==> src/shared/result_buffer_pkg.sv <==
`default_nettype none
package result_buffer_pkg;
	localparam int DATA_W = 12;
	localparam int NUM_REGS = 4;
	localparam int PTR_W = 2;
	localparam int CLK_PERIOD_NS = 20;
	// wake-up after standby release, external or short internal standby
	localparam int WAKE_TIME_NS = 2000;
	localparam int WAKE_CYCLES = (WAKE_TIME_NS + CLK_PERIOD_NS - 1) /
		CLK_PERIOD_NS;
	// standby longer than this needs the long wake-up
	localparam int LONG_STANDBY_N_INPUT_NS = 1000000;
	localparam int LONG_STANDBY_N_INPUT_CYCLES = LONG_STANDBY_N_INPUT_NS / CLK_PERIOD_NS;
	// power-up settle with internal reference
	localparam int POWERUP_NS = 6000000;
	localparam int POWERUP_CYCLES = POWERUP_NS / CLK_PERIOD_NS;
	localparam logic [PTR_W-1:0] PTR_FIRST = 2'h0;
	localparam logic [11:0] CODE_MAX_POS = 12'h7FF;
	localparam logic [11:0] CODE_MAX_NEG = 12'h800;
endpackage
`default_nettype wire

==> src/shared/result_link_if.sv <==
`timescale 1ns/1ps
`default_nettype none
interface result_link_if;
	logic standby_n_input;
	logic conversion_start_n;
	logic cs_n;
	logic rd_n;
	logic busy;
	logic eoc_n;
	logic first_result_flag;
	logic [11:0] result_bus_out;
	logic result_bus_oe_n;
	// wire level of the result bus, resolved from the enable
	logic [11:0] result_bus;
	assign result_bus = result_bus_oe_n ? 12'hFFF : result_bus_out;
	modport dev(
		input standby_n_input, conversion_start_n, cs_n, rd_n,
		output busy, eoc_n, first_result_flag, result_bus_out,
		output result_bus_oe_n
	);
	modport host(
		output standby_n_input, conversion_start_n, cs_n, rd_n,
		input busy, eoc_n, first_result_flag, result_bus
	);
endinterface
`default_nettype wire

==> src/rtl/result_buffer_dev.sv <==
`timescale 1ns/1ps
`default_nettype none
module result_buffer_dev #(
	parameter int CONV_CYCLES = 83,
	parameter int WAKE_WAIT = result_buffer_pkg::WAKE_CYCLES
) (
	input wire logic clk_sys,
	input wire logic nrst,
	result_link_if.dev link,
	input wire logic [2:0] num_channels,
	input wire logic [11:0] sample_in,
	input wire logic sample_valid,
	output logic sample_ready,
	output logic standby_active,
	output logic awake
);
	localparam int DW = result_buffer_pkg::DATA_W;
	localparam int PW = result_buffer_pkg::PTR_W;
	typedef enum logic [1:0] {
		ST_IDLE = 2'h0,
		ST_CONV = 2'h1,
		ST_DONE = 2'h2
	} conv_state_t;
	// ----------------------------------------------------------------
	// registers
	// ----------------------------------------------------------------
	logic [DW-1:0] regs_r [result_buffer_pkg::NUM_REGS]; // result store
	conv_state_t state_r;
	logic [PW-1:0] ptr_r; // read pointer
	logic [PW-1:0] wr_idx_r; // register to fill next
	logic [2:0] filled_r; // results stored so far in this sequence
	logic [2:0] seq_len_r; // channels in this sequence
	logic [7:0] cnt_r; // conversion timer
	logic [7:0] wake_r; // wake-up timer
	logic rd_n_d_r; // delayed read strobe
	logic cs_n_d_r;
	logic conv_n_d_r;
	logic standby_r;
	logic awake_r;
	logic busy_r;
	logic eoc_n_r;
	logic flag_r;
	logic pend_r; // read edge waiting for the next result to land
	logic [DW-1:0] bus_r;
	logic oe_n_r;
	logic fifo_valid;
	logic [DW-1:0] fifo_data;
	logic conv_end;
	logic read_rise;
	logic [PW-1:0] last_idx;
	assign last_idx = PW'(seq_len_r - 3'h1);
	assign read_rise = !rd_n_d_r && link.rd_n && !cs_n_d_r;
	// converted samples queue ahead of the result registers
	assign conv_end = (state_r == ST_CONV) && (cnt_r == 8'h00) &&
		fifo_valid;
	result_fifo #(.WIDTH(DW), .DEPTH(16)) u_fifo (
		.clk_sys(clk_sys),
		.nrst(nrst),
		.in_valid(sample_valid),
		.in_ready(sample_ready),
		.in_data(sample_in),
		.out_valid(fifo_valid),
		.out_ready(conv_end),
		.out_data(fifo_data)
	);
	// ----------------------------------------------------------------
	// standby and wake-up
	// ----------------------------------------------------------------
	always_ff @(posedge clk_sys or negedge nrst) begin
		if (!nrst) begin
			standby_r <= 1'b0;
			awake_r <= 1'b0;
			wake_r <= 8'h00;
		end else begin
			standby_r <= !link.standby_n_input;
			if (!link.standby_n_input) begin
				awake_r <= 1'b0;
				wake_r <= 8'h00;
			end else if (wake_r < 8'(WAKE_WAIT)) begin
				wake_r <= wake_r + 8'h01;
			end else begin
				awake_r <= 1'b1;
			end
		end
	end
	// ----------------------------------------------------------------
	// conversion sequencing
	// ----------------------------------------------------------------
	always_ff @(posedge clk_sys or negedge nrst) begin
		if (!nrst) begin
			state_r <= ST_IDLE;
			cnt_r <= 8'h00;
			conv_n_d_r <= 1'b1;
			seq_len_r <= 3'h4;
			filled_r <= 3'h0;
			busy_r <= 1'b0;
			eoc_n_r <= 1'b1;
		end else begin
			conv_n_d_r <= link.conversion_start_n;
			eoc_n_r <= 1'b1;
			unique case (state_r)
				ST_IDLE: begin
					// rising edge of start begins a sequence
					if (!conv_n_d_r && link.conversion_start_n &&
						awake_r && num_channels != 3'h0) begin
						state_r <= ST_CONV;
						seq_len_r <= (num_channels > 3'h4) ? 3'h4 :
							num_channels;
						filled_r <= 3'h0;
						cnt_r <= 8'(CONV_CYCLES - 1);
						busy_r <= 1'b1;
					end
				end
				ST_CONV: begin
					if (cnt_r != 8'h00) begin
						cnt_r <= cnt_r - 8'h01;
					end else if (fifo_valid) begin
						state_r <= ST_DONE;
					end
				end
				ST_DONE: begin
					eoc_n_r <= 1'b0;
					filled_r <= filled_r + 3'h1;
					if (filled_r + 3'h1 == seq_len_r) begin
						state_r <= ST_IDLE;
						busy_r <= 1'b0;
					end else begin
						state_r <= ST_CONV;
						cnt_r <= 8'(CONV_CYCLES - 1);
					end
				end
				default: begin
					state_r <= ST_IDLE;
				end
			endcase
		end
	end
	// ----------------------------------------------------------------
	// result registers, written a cycle before the done strobe falls
	// ----------------------------------------------------------------
	// result store, no reset so it maps onto plain storage
	always_ff @(posedge clk_sys) begin
		if (conv_end) begin
			regs_r[wr_idx_r] <= fifo_data;
		end
	end
	// fill index, back to register 0 after the last result
	always_ff @(posedge clk_sys or negedge nrst) begin
		if (!nrst) begin
			wr_idx_r <= '0;
		end else if (conv_end) begin
			wr_idx_r <= (filled_r + 3'h1 == seq_len_r) ? '0 :
				wr_idx_r + 1'b1;
		end
	end
	// ----------------------------------------------------------------
	// read pointer and first-result flag
	// ----------------------------------------------------------------
	always_ff @(posedge clk_sys or negedge nrst) begin
		if (!nrst) begin
			ptr_r <= result_buffer_pkg::PTR_FIRST;
			flag_r <= 1'b1;
			pend_r <= 1'b0;
			rd_n_d_r <= 1'b1;
			cs_n_d_r <= 1'b1;
		end else begin
			rd_n_d_r <= link.rd_n;
			cs_n_d_r <= link.cs_n;
			if (conv_end && filled_r == 3'h0) begin
				ptr_r <= result_buffer_pkg::PTR_FIRST;
				flag_r <= 1'b1;
				pend_r <= 1'b0;
			end else if (conv_end && pend_r && ptr_r + 1'b1 == wr_idx_r) begin
				// deferred advance once the wanted result is stored
				ptr_r <= wr_idx_r;
				flag_r <= 1'b0;
				pend_r <= 1'b0;
			end else if (read_rise && ptr_r == last_idx) begin
				ptr_r <= result_buffer_pkg::PTR_FIRST;
				flag_r <= 1'b1;
				pend_r <= 1'b0;
			end else if (read_rise && (!busy_r ||
				3'(ptr_r) + 3'h1 < filled_r)) begin
				ptr_r <= ptr_r + 1'b1;
				flag_r <= 1'b0;
			end else if (read_rise) begin
				// next result not in yet: move when it lands
				pend_r <= 1'b1;
			end
		end
	end
	// ----------------------------------------------------------------
	// bus drive, kept alive in standby
	// ----------------------------------------------------------------
	always_ff @(posedge clk_sys or negedge nrst) begin
		if (!nrst) begin
			oe_n_r <= 1'b1;
			bus_r <= '0;
		end else begin
			oe_n_r <= link.cs_n || link.rd_n;
			bus_r <= regs_r[ptr_r];
		end
	end
	assign link.busy = busy_r;
	assign link.eoc_n = eoc_n_r;
	assign link.first_result_flag = flag_r;
	assign link.result_bus_out = bus_r;
	assign link.result_bus_oe_n = oe_n_r;
	assign standby_active = standby_r;
	assign awake = awake_r;
endmodule
`default_nettype wire

==> src/rtl/result_fifo.sv <==
`timescale 1ns/1ps
`default_nettype none
module result_fifo #(
	parameter int WIDTH = 12,
	parameter int DEPTH = 16
) (
	input wire logic clk_sys,
	input wire logic nrst,
	input wire logic in_valid,
	output logic in_ready,
	input wire logic [WIDTH-1:0] in_data,
	output logic out_valid,
	input wire logic out_ready,
	output logic [WIDTH-1:0] out_data
);
	localparam int AW = $clog2(DEPTH);
	logic [WIDTH-1:0] mem [DEPTH];
	logic [AW:0] wr_r;
	logic [AW:0] rd_r;
	logic push;
	logic pop;
	assign in_ready = (wr_r - rd_r) != (AW+1)'(DEPTH);
	assign out_valid = wr_r != rd_r;
	assign push = in_valid && in_ready;
	assign pop = out_valid && out_ready;
	assign out_data = mem[rd_r[AW-1:0]];
	// storage write
	always_ff @(posedge clk_sys) begin
		if (push) begin
			mem[wr_r[AW-1:0]] <= in_data;
		end
	end
	// pointers
	always_ff @(posedge clk_sys or negedge nrst) begin
		if (!nrst) begin
			wr_r <= '0;
			rd_r <= '0;
		end else begin
			if (push) begin
				wr_r <= wr_r + 1'b1;
			end
			if (pop) begin
				rd_r <= rd_r + 1'b1;
			end
		end
	end
endmodule
`default_nettype wire

==> src/flat_wrapper.sv <==
// flat-port wrapper written by rule: the top's interface ports become plain ports
module result_buffer_dev_flat 
#(
	parameter int CONV_CYCLES = 83,
	parameter int WAKE_WAIT = result_buffer_pkg::WAKE_CYCLES
)
  (clk_sys, nrst, num_channels, sample_in, sample_valid, sample_ready, standby_active, awake, link_standby_n_input, link_conversion_start_n, link_cs_n, link_rd_n, link_busy, link_eoc_n, link_first_result_flag, link_result_bus_out, link_result_bus_oe_n);
  result_link_if link_i ();
  input wire logic clk_sys;
  input wire logic nrst;
  input wire logic [2:0] num_channels;
  input wire logic [11:0] sample_in;
  input wire logic sample_valid;
  output logic sample_ready;
  output logic standby_active;
  output logic awake;
  input wire logic [$bits(link_i.standby_n_input)-1:0] link_standby_n_input;
  input wire logic [$bits(link_i.conversion_start_n)-1:0] link_conversion_start_n;
  input wire logic [$bits(link_i.cs_n)-1:0] link_cs_n;
  input wire logic [$bits(link_i.rd_n)-1:0] link_rd_n;
  output wire logic [$bits(link_i.busy)-1:0] link_busy;
  output wire logic [$bits(link_i.eoc_n)-1:0] link_eoc_n;
  output wire logic [$bits(link_i.first_result_flag)-1:0] link_first_result_flag;
  output wire logic [$bits(link_i.result_bus_out)-1:0] link_result_bus_out;
  output wire logic [$bits(link_i.result_bus_oe_n)-1:0] link_result_bus_oe_n;
  assign link_i.standby_n_input = link_standby_n_input;
  assign link_i.conversion_start_n = link_conversion_start_n;
  assign link_i.cs_n = link_cs_n;
  assign link_i.rd_n = link_rd_n;
  assign link_busy = link_i.busy;
  assign link_eoc_n = link_i.eoc_n;
  assign link_first_result_flag = link_i.first_result_flag;
  assign link_result_bus_out = link_i.result_bus_out;
  assign link_result_bus_oe_n = link_i.result_bus_oe_n;
  result_buffer_dev #(.CONV_CYCLES(CONV_CYCLES), .WAKE_WAIT(WAKE_WAIT)) u_core (.clk_sys(clk_sys), .nrst(nrst), .link(link_i), .num_channels(num_channels), .sample_in(sample_in), .sample_valid(sample_valid), .sample_ready(sample_ready), .standby_active(standby_active), .awake(awake));
endmodule
==> config.mk <==
export PLATFORM = sky130hd
export DESIGN_NAME = result_buffer_dev_flat
export DESIGN_NICKNAME = d
export VERILOG_FILES = /design/src/shared/result_buffer_pkg.sv /design/src/shared/result_link_if.sv /design/src/rtl/result_buffer_dev.sv /design/src/rtl/result_fifo.sv /design/src/flat_wrapper.sv
export SDC_FILE = /design/constraint.sdc
export NUM_CORES = 1
export LEC_CHECK = 0
export BUFFER_PORTS_ARGS = -buffer_cell sky130_fd_sc_hd__buf_4
export CELL_PAD_IN_SITES_DETAIL_PLACEMENT = 0
export CELL_PAD_IN_SITES_GLOBAL_PLACEMENT = 1
export CORE_ASPECT_RATIO = 0.5
export CORE_MARGIN = 1.5
export CORE_UTILIZATION = 45
export CTS_BUF_LIST = sky130_fd_sc_hd__clkbuf_4 sky130_fd_sc_hd__clkbuf_8
export DETAILED_ROUTE_END_ITERATION = 10
export PLACE_DENSITY_LB_ADDON = 0.08
export SLEW_MARGIN = 10
export SYNTH_ARGS = -nofsm -noshare
export SYNTH_HDL_FRONTEND = slang
export SYNTH_HIERARCHICAL = 1
export SYNTH_SLANG_ARGS = --single-unit
==> constraint.sdc <==
create_clock -name clk_sys -period 7.55 [get_ports clk_sys]
set_input_delay 1.51 -clock clk_sys [delete_from_list [all_inputs] [get_ports clk_sys]]
set_output_delay 1.51 -clock clk_sys [all_outputs]
set_load 0.02 [all_outputs]
==> results.json, run 1 <==
{
  "path_depth": 9,
  "gr-usage-met1_pct": 29.7,
  "fin_crit_sh_pct": 67.8,
  "r2r_slack_ns": 3.65,
  "top_usage_layer": "met1",
  "synth_top_flop_cell": "edfxtp_1",
  "synth_top_area_share_pct": 58.3,
  "grt_antenna_before_repair": 0,
  "grtUsageTotal_pct": 19.4,
  "num_vias": 6343,
  "drtIter0Drc": 457,
  "port-buffer-count": 40,
  "cts_max_path_buffers": 3,
  "synth_top_area_cell": "edfxtp_1",
  "wl_mm": 26.1,
  "placed_area_um2": 13100,
  "ir_drop_mv": 0.153,
  "core_um2": 26700,
  "synth_area_um2": 12400,
  "slew_headroom_pct": 22.9,
  "cp.required_ns": 6.04,
  "initial_core_util_pct": 46.3,
  "ant_nets": 0,
  "end_kind": "output pin",
  "p_leak_nw": 4.97,
  "worstPathMaxFanout": 40,
  "finalPower_mw": 4.98,
  "rsz0062_at_grt": "no",
  "cp_cell_sequence": "buf_4, inv_1, ha_1, nand2_1, o21ba_1, o211ai_2, a21oi_4, inv_2, buf_4",
  "final_core_util_pct": 52.5,
  "drt-vias-per-instance": 5.44,
  "gr-total-overflow": 0,
  "synth-seq-area-share_pct": 70.6,
  "crit_family": "compound AO/OA/AOI/OAI gates",
  "die_w_um": 237,
  "firstDrtPassIters": 4,
  "critPathKind": "reg -> out",
  "cts.sinks": 300,
  "synth_edf_count": 240,
  "clock_latency_ns": 0.57,
  "fp.dieH_um": 120,
  "r2r_end": "u_core/u_fifo/mem[11][9]$_DFFE_PP_",
  "grt_pass1_wl_mm": 40.6,
  "io_pins": 41,
  "rr_worst_depth": 8,
  "finalSetupViolCount": 0,
  "critPathLaunch": "u_core/u_fifo/rd_r[2]$_DFFE_PN0P_",
  "worst_path_max_delay_cell": "a21oi_4",
  "cp-start-kind": "flip-flop",
  "die_area_um2": 28500,
  "fin_area_um2": 14000,
  "drive_gt1_share_pct": 28.9,
  "rows": 42,
  "timing.fmax_mhz": 195,
  "min_period_ns": 5.12,
  "areaGrowthSynthToFinish_pct": 13.5,
  "cp_slowest_stage_delay_ns": 0.65,
  "layout.nets": 821,
  "ys_ff_latch": 300,
  "clock_skew_ns": 0.0238,
  "met3_usage_pct": 4.67,
  "cts-root-buf": "clkbuf_8",
  "first_global_vias": 6578,
  "tightest_slew_ns": 1.15,
  "syn_nets": 752,
  "place_congestion": 0.804,
  "synth_area_leaders": "edfxtp_1 (58%), mux4_2 (11%), dfrtp_1 (11%)",
  "syn_avg_cell_area_um2": 17.4,
  "syn_inst": 709,
  "maxSlewViolCount": 0,
  "cts_tree": "yes",
  "hold_violations": 0,
  "cts_inserted_buffers": 44,
  "h-tree-depth": 2,
  "r2r-start": "u_core/u_fifo/rd_r[2]$_DFFE_PN0P_",
  "holdCritPathClass": "reg -> reg",
  "async_reset_ff_share_pct": 20.0,
  "cp.buffers_inverters": 4,
  "cpMostUsedCell": "buf_4",
  "clkTransAtPathRegs_ns": 0.06,
  "cap_viol_max_count": 0,
  "powerDensity_nw_per_um2": 355,
  "grtUsageMet2_pct": 27.4,
  "wl_per_cell_um": 22.4,
  "grt_max_degree": 61,
  "dp_hpwl_mm": 16.6,
  "post_cts_buffers": 0,
  "worstPathArrival_ns": 3.61,
  "postCtsHoldBufs": 0,
  "status": "finished, final reports clean",
  "drcViolationCount": 0,
  "synthDistinctLibCells": 71,
  "synth.most_common_cell": "edfxtp_1",
  "crit_path_end": "sample_ready",
  "fin_setup_tns_ns": 0,
  "yosys_warnings": 6,
  "synth_common_cells": "edfxtp_1 (240), nand2_1 (71), mux4_2 (60), dfrtp_1 (53), ha_1 (21)",
  "cts_resized": 0
}
worst register-to-register path: cells and delay by family (launching register included):
kind	cells	cell delay, ns
AO/OA/AOI/OAI	3	0.83
flip-flops	1	0.32
adder cells (fa/ha/maj)	1	0.45
AND/OR/NAND/NOR	2	1.12
buffers and inverters	2	0.79
how the worst min path moves through the flow:
stage,slack (ns),end,cells after the start,from
2_1_floorplan,0.48,u_core/wake_r[6]$_DFFE_PN0P_,1,u_core/wake_r[6]$_DFFE_PN0P_
3_3_place_gp,0.50,u_core/wake_r[6]$_DFFE_PN0P_,1,u_core/wake_r[6]$_DFFE_PN0P_
3_5_place_dp,0.51,u_core/link.first_result_flag$_DFFE_PN1P_,1,u_core/link.first_result_flag$_DFFE_PN1P_
4_1_cts,0.52,u_core/link.first_result_flag$_DFFE_PN1P_,1,u_core/link.first_result_flag$_DFFE_PN1P_
5_1_grt,0.53,u_core/link.first_result_flag$_DFFE_PN1P_,1,u_core/link.first_result_flag$_DFFE_PN1P_
6_report,0.52,u_core/link.first_result_flag$_DFFE_PN1P_,1,u_core/link.first_result_flag$_DFFE_PN1P_
per-stage QoR:
stage / instances / hold slack (ns) / setup WS [ns]
5_1_grt: 1164 / 0.531 / 2.17
2_1_floorplan: 709 / 0.483 / 3.73
4_1_cts: 1164 / 0.521 / 2.40
3_3_place_gp: 1084 / 0.498 / 3.07
6_report: 1165 / 0.517 / 2.43
3_5_place_dp: 1084 / 0.511 / 3.04
state kept, by name (all words and copies together), names as in the netlist:
register / count
u_core/u_fifo/mem: 192
u_core/regs_r: 48
u_core/link.result_bus_out: 12
u_core/cnt_r: 8
u_core/wake_r: 8
u_core/u_fifo/rd_r: 5
u_core/u_fifo/wr_r: 5
u_core/filled_r: 3
u_core/seq_len_r: 3
u_core/ptr_r: 2
u_core/state_r: 2
u_core/wr_idx_r: 2
u_core/awake: 1
u_core/conv_n_d_r: 1
u_core/cs_n_d_r: 1
u_core/link.busy: 1
u_core/link.eoc_n: 1
u_core/link.first_result_flag: 1
u_core/link.result_bus_oe_n: 1
u_core/pend_r: 1
u_core/rd_n_d_r: 1
u_core/standby_active: 1
cell type report:
cell class                      count  area [um2]
Antenna cell                        1        2.50
Clock buffer                       61         758
Clock inverter                     19         145
Fill cell                        2183       12700
Inverter                           22        82.6
Multi-Input combinational cell    360        3500
Sequential cell                   300        8720
Tap cell                          352         440
Timing Repair Buffer               50         375
where the power goes:
part	switching, mW	internal (mW)	total (mW)
Sequential	0.154	2.05	2.20
Combinational	0.833	0.601	1.43
Clock	0.623	0.723	1.35
metal layers:
| metal | up-vias | part of all wire [%] |
|---|---|---|
| met2 | 142 | 43 |
| met3 | 34 | 5.9 |
| met5 | - | 0 |
| li1 | 2893 | - |
| met1 | 3274 | 49 |
| met4 | 0 | 1.9 |
cell usage in the layout, fill, tap and decap left out, types with 6 or more instances in the layout:
master    synthesis  layout
nand2_1          71      71
clkbuf_4          0      13
dfrtp_1          53      52
o21ai_0          11      11
buf_4             6      50
mux4_2           60      60
xor2_1           12      12
o211ai_1          6       6
nor3_2            0      12
and3_1           14      14
xnor2_1           9       9
a31oi_1          16      16
and2_1            7       7
nand3_1           6       6
nor2_1           19      19
ha_1             21      21
nand2b_1          6       6
a21oi_1          11      11
clkinv_1          1       8
clkinv_2          0       7
clkbuf_8          0      48
dfstp_2           7       7
edfxtp_1        240     240
inv_1            20      20
kinds of logic after synthesis:
group | count (synthesis) | share of synthesized area [%]
buf+inv | 49 | 1.78
fa+ha+maj | 21 | 2.13
flops | 300 | 70.6
mux | 68 | 11.6
xor+xnor | 23 | 1.80
compound gates | 69 | 4.39
simple gates | 179 | 7.72
Power figures use the tool's default switching activity.
==> run 2, diff against run 1 <==
Settings changed: ABC_AREA set to 1.
Clock period 7.55 ns to 4.1 ns, I/O delays scaled along.
==> run 2 against run 1 <==
Total power rose by 90%. Largest power group unchanged. First-iteration DRC count rose by 49%. Sequential share of layout area fell by 0.37 points. Clock power rose by 75%. Combinational power is 120% higher. Via count rose by 27%. Non-clock buffer count up 1. Die area increased by 2.2%. Setup slack worse by 1.6 ns. Sequential power up 83%.
==> results.json, run 2 <==
{
  "synth_top_area_cell": "edfxtp_1",
  "finalPower_mw": 9.47,
  "dr_wl_met3_mm": 1.93,
  "fp.dieH_um": 121,
  "die_w_um": 240,
  "rr_worst_depth": 9,
  "cts.sinks": 300,
  "syn_avg_cell_area_um2": 11.8,
  "drive_gt1_share_pct": 15.2,
  "synth_edf_count": 240,
  "top_layer_used": "met4",
  "largest_reg_flops": 192,
  "grt_max_degree": 75,
  "timing.fmax_mhz": 302,
  "firstDrtPassIters": 7,
  "cts_tree": "yes",
  "finalSetupViolCount": 0,
  "synth_area_leaders": "edfxtp_1 (57%), dfrtp_1 (10%), nor2_1 (5.5%)",
  "multiInputGateArea_um2": 3410,
  "r2r_end": "u_core/u_fifo/mem[9][6]$_DFFE_PP_",
  "ir_drop_mv": 0.408,
  "drt-vias-per-instance": 5.23,
  "register_area_um2": 8720,
  "rsz0062_at_grt": "no",
  "clock_skew_ns": 0.0311,
  "final_cell_mix": "edfxtp_1 (240), nor2_1 (185), o21ai_0 (133), nand2_1 (126), inv_1 (64)",
  "critPathKind": "reg -> out",
  "drtIter0Drc": 682,
  "core_um2": 27700,
  "num_vias": 8071,
  "grt_antenna_before_repair": 0,
  "powerDensity_nw_per_um2": 671,
  "synth_top_flop_cell": "edfxtp_1",
  "dp_hpwl_mm": 18.8,
  "die_area_um2": 29100,
  "drcViolationCount": 0,
  "clock_latency_ns": 0.58,
  "r2r-start": "u_core/u_fifo/rd_r[3]$_DFFE_PN0P_",
  "clkTransAtPathRegs_ns": 0.07,
  "cap_viol_max_count": 0,
  "crit_family": "buffers and inverters",
  "layout.nets": 1168,
  "cts_max_path_buffers": 3,
  "synth_top_area_share_pct": 57.1,
  "min_period_ns": 3.31,
  "fin_setup_tns_ns": 0,
  "grtUsageTotal_pct": 21.6,
  "cp.required_ns": 3.28,
  "tightest_slew_ns": 1.15,
  "syn_inst": 1074,
  "status": "finished, final reports clean",
  "yosys_warnings": 6,
  "r2r_slack_ns": 1.00,
  "synth_common_cells": "edfxtp_1 (240), nor2_1 (185), o21ai_0 (133), nand2_1 (126), inv_1 (64)",
  "post_cts_buffers": 0,
  "initial_core_util_pct": 45.7,
  "postCtsHoldBufs": 0,
  "cts_inserted_buffers": 44,
  "async_reset_ff_share_pct": 20.0,
  "hold_violations": 0,
  "dr_wl_met2_mm": 14.0,
  "slew_headroom_pct": 23.0,
  "final_common_cell": "edfxtp_1",
  "areaGrowthSynthToFinish_pct": 11.7,
  "p_leak_nw": 5.24,
  "maxSlewViolCount": 0,
  "cp_cell_sequence": "inv_1, ha_1, a21oi_1, nand2_1, nand2_1, nand2_1, inv_2, nand2_4, buf_4",
  "worstPathArrival_ns": 2.49,
  "wl_met1_mm": 13.8,
  "worstPathMaxFanout": 15,
  "place_congestion": 0.850,
  "cts_resized": 0,
  "fillerInstances": 2466,
  "synth.most_common_cell": "edfxtp_1",
  "fin_crit_sh_pct": 80.7,
  "wl_per_cell_um": 19.6,
  "h-tree-depth": 2,
  "end_kind": "output pin",
  "gr-total-overflow": 0,
  "wl_mm": 30.3,
  "cp-start-kind": "flip-flop",
  "syn_nets": 1117,
  "cp_slowest_stage_delay_ns": 0.43,
  "synth_area_um2": 12600,
  "ant_nets": 0,
  "cts-root-buf": "clkbuf_8",
  "port-buffer-count": 40,
  "rows": 43,
  "synth-seq-area-share_pct": 69.0,
  "cpMostUsedCell": "nand2_1",
  "grt_pass1_wl_mm": 45.9,
  "synthDistinctLibCells": 40,
  "cp.buffers_inverters": 3,
  "first_global_vias": 7746,
  "holdCritPathClass": "in -> async",
  "ys_ff_latch": 300,
  "io_pins": 41,
  "worst_path_max_delay_cell": "inv_1"
}
run 2: cell count changes after synthesis, moves of 12 or more:
cell	change
a31oi_1	-16
nor2_2	+13
nand3_1	+36
o21ai_0	+122
inv_1	+44
buf_2	+14
and3_1	-13
o22ai_1	+37
mux4_2	-60
nand2_1	+55
nor3_1	-12
o211ai_1	+18
nor2_1	+166
run 2: worst max-delay path by stage:
stage                                           start                                  to  slack, ns  cells past startpoint
detailed placement  u_core/u_fifo/rd_r[3]$_DFFE_PN0P_   u_core/u_fifo/mem[9][2]$_DFFE_PP_       0.99                      9
CTS                 u_core/u_fifo/rd_r[3]$_DFFE_PN0P_                        sample_ready       0.74                      9
finish              u_core/u_fifo/rd_r[3]$_DFFE_PN0P_                        sample_ready       0.79                      9
floorplan           u_core/u_fifo/rd_r[3]$_DFFE_PN0P_  u_core/u_fifo/mem[11][0]$_DFFE_PP_       1.45                     10
global placement    u_core/u_fifo/rd_r[3]$_DFFE_PN0P_   u_core/u_fifo/mem[9][2]$_DFFE_PP_       1.07                      9
global route        u_core/u_fifo/rd_r[3]$_DFFE_PN0P_                        sample_ready       0.61                      9
run 2: cells by family after synthesis:
kind of cell	Yosys count	share of synthesized area (%)
AOI/OAI and AO/OA	216	9.67
xor gates and xnor gates	15	1.10
adders and majority gates	21	2.08
buffers and inverters	119	4.02
DFF	300	69.0
and+or+nand+nor	403	14.1
run 2: power breakdown:
part           switching [mW]  leakage [nW]  total, mW  internal [mW]
Sequential              0.224          2.89       4.03           3.81
Clock                    1.15         0.448       2.36           1.21
Combinational            2.16          1.90       3.08          0.921
Total                    3.53          5.24       9.47           5.94
run 2: metal layers:
metal | GRT usage (%) | vias to the layer above
met1 | 29.1 | 3959
li1 | - | 3856
met4 | 5.58 | 0
met2 | 35.1 | 204
met3 | 5.23 | 52
met5 | 0 | -
run 2: per-stage QoR:
step / area, um2 / worst slack [ns] / hold slack, ns / instances / util [%]
after floorplan: 12600 / 1.45 / 0.436 / 1074 / -
after global placement: 13300 / 1.07 / 0.454 / 1461 / 48.0
after detailed placement: 13300 / 0.988 / 0.457 / 1461 / 48.0
after CTS: 14100 / 0.742 / 0.327 / 1541 / 51.0
after global routing: 14100 / 0.607 / 0.329 / 1541 / 51.0
final: 14100 / 0.791 / 0.332 / 1542 / 51.0
run 2: cell type report:
| class | count | area share [%] |
|---|---|---|
| antenna | 1 | 0.0177 |
| timing repair buffer | 51 | 2.71 |
| sequential | 300 | 61.8 |
| multi-input combinational | 655 | 24.2 |
| inverter | 73 | 1.94 |
| clock buffer | 58 | 5.13 |
| tap | 382 | 3.39 |
| clock inverter | 22 | 0.851 |
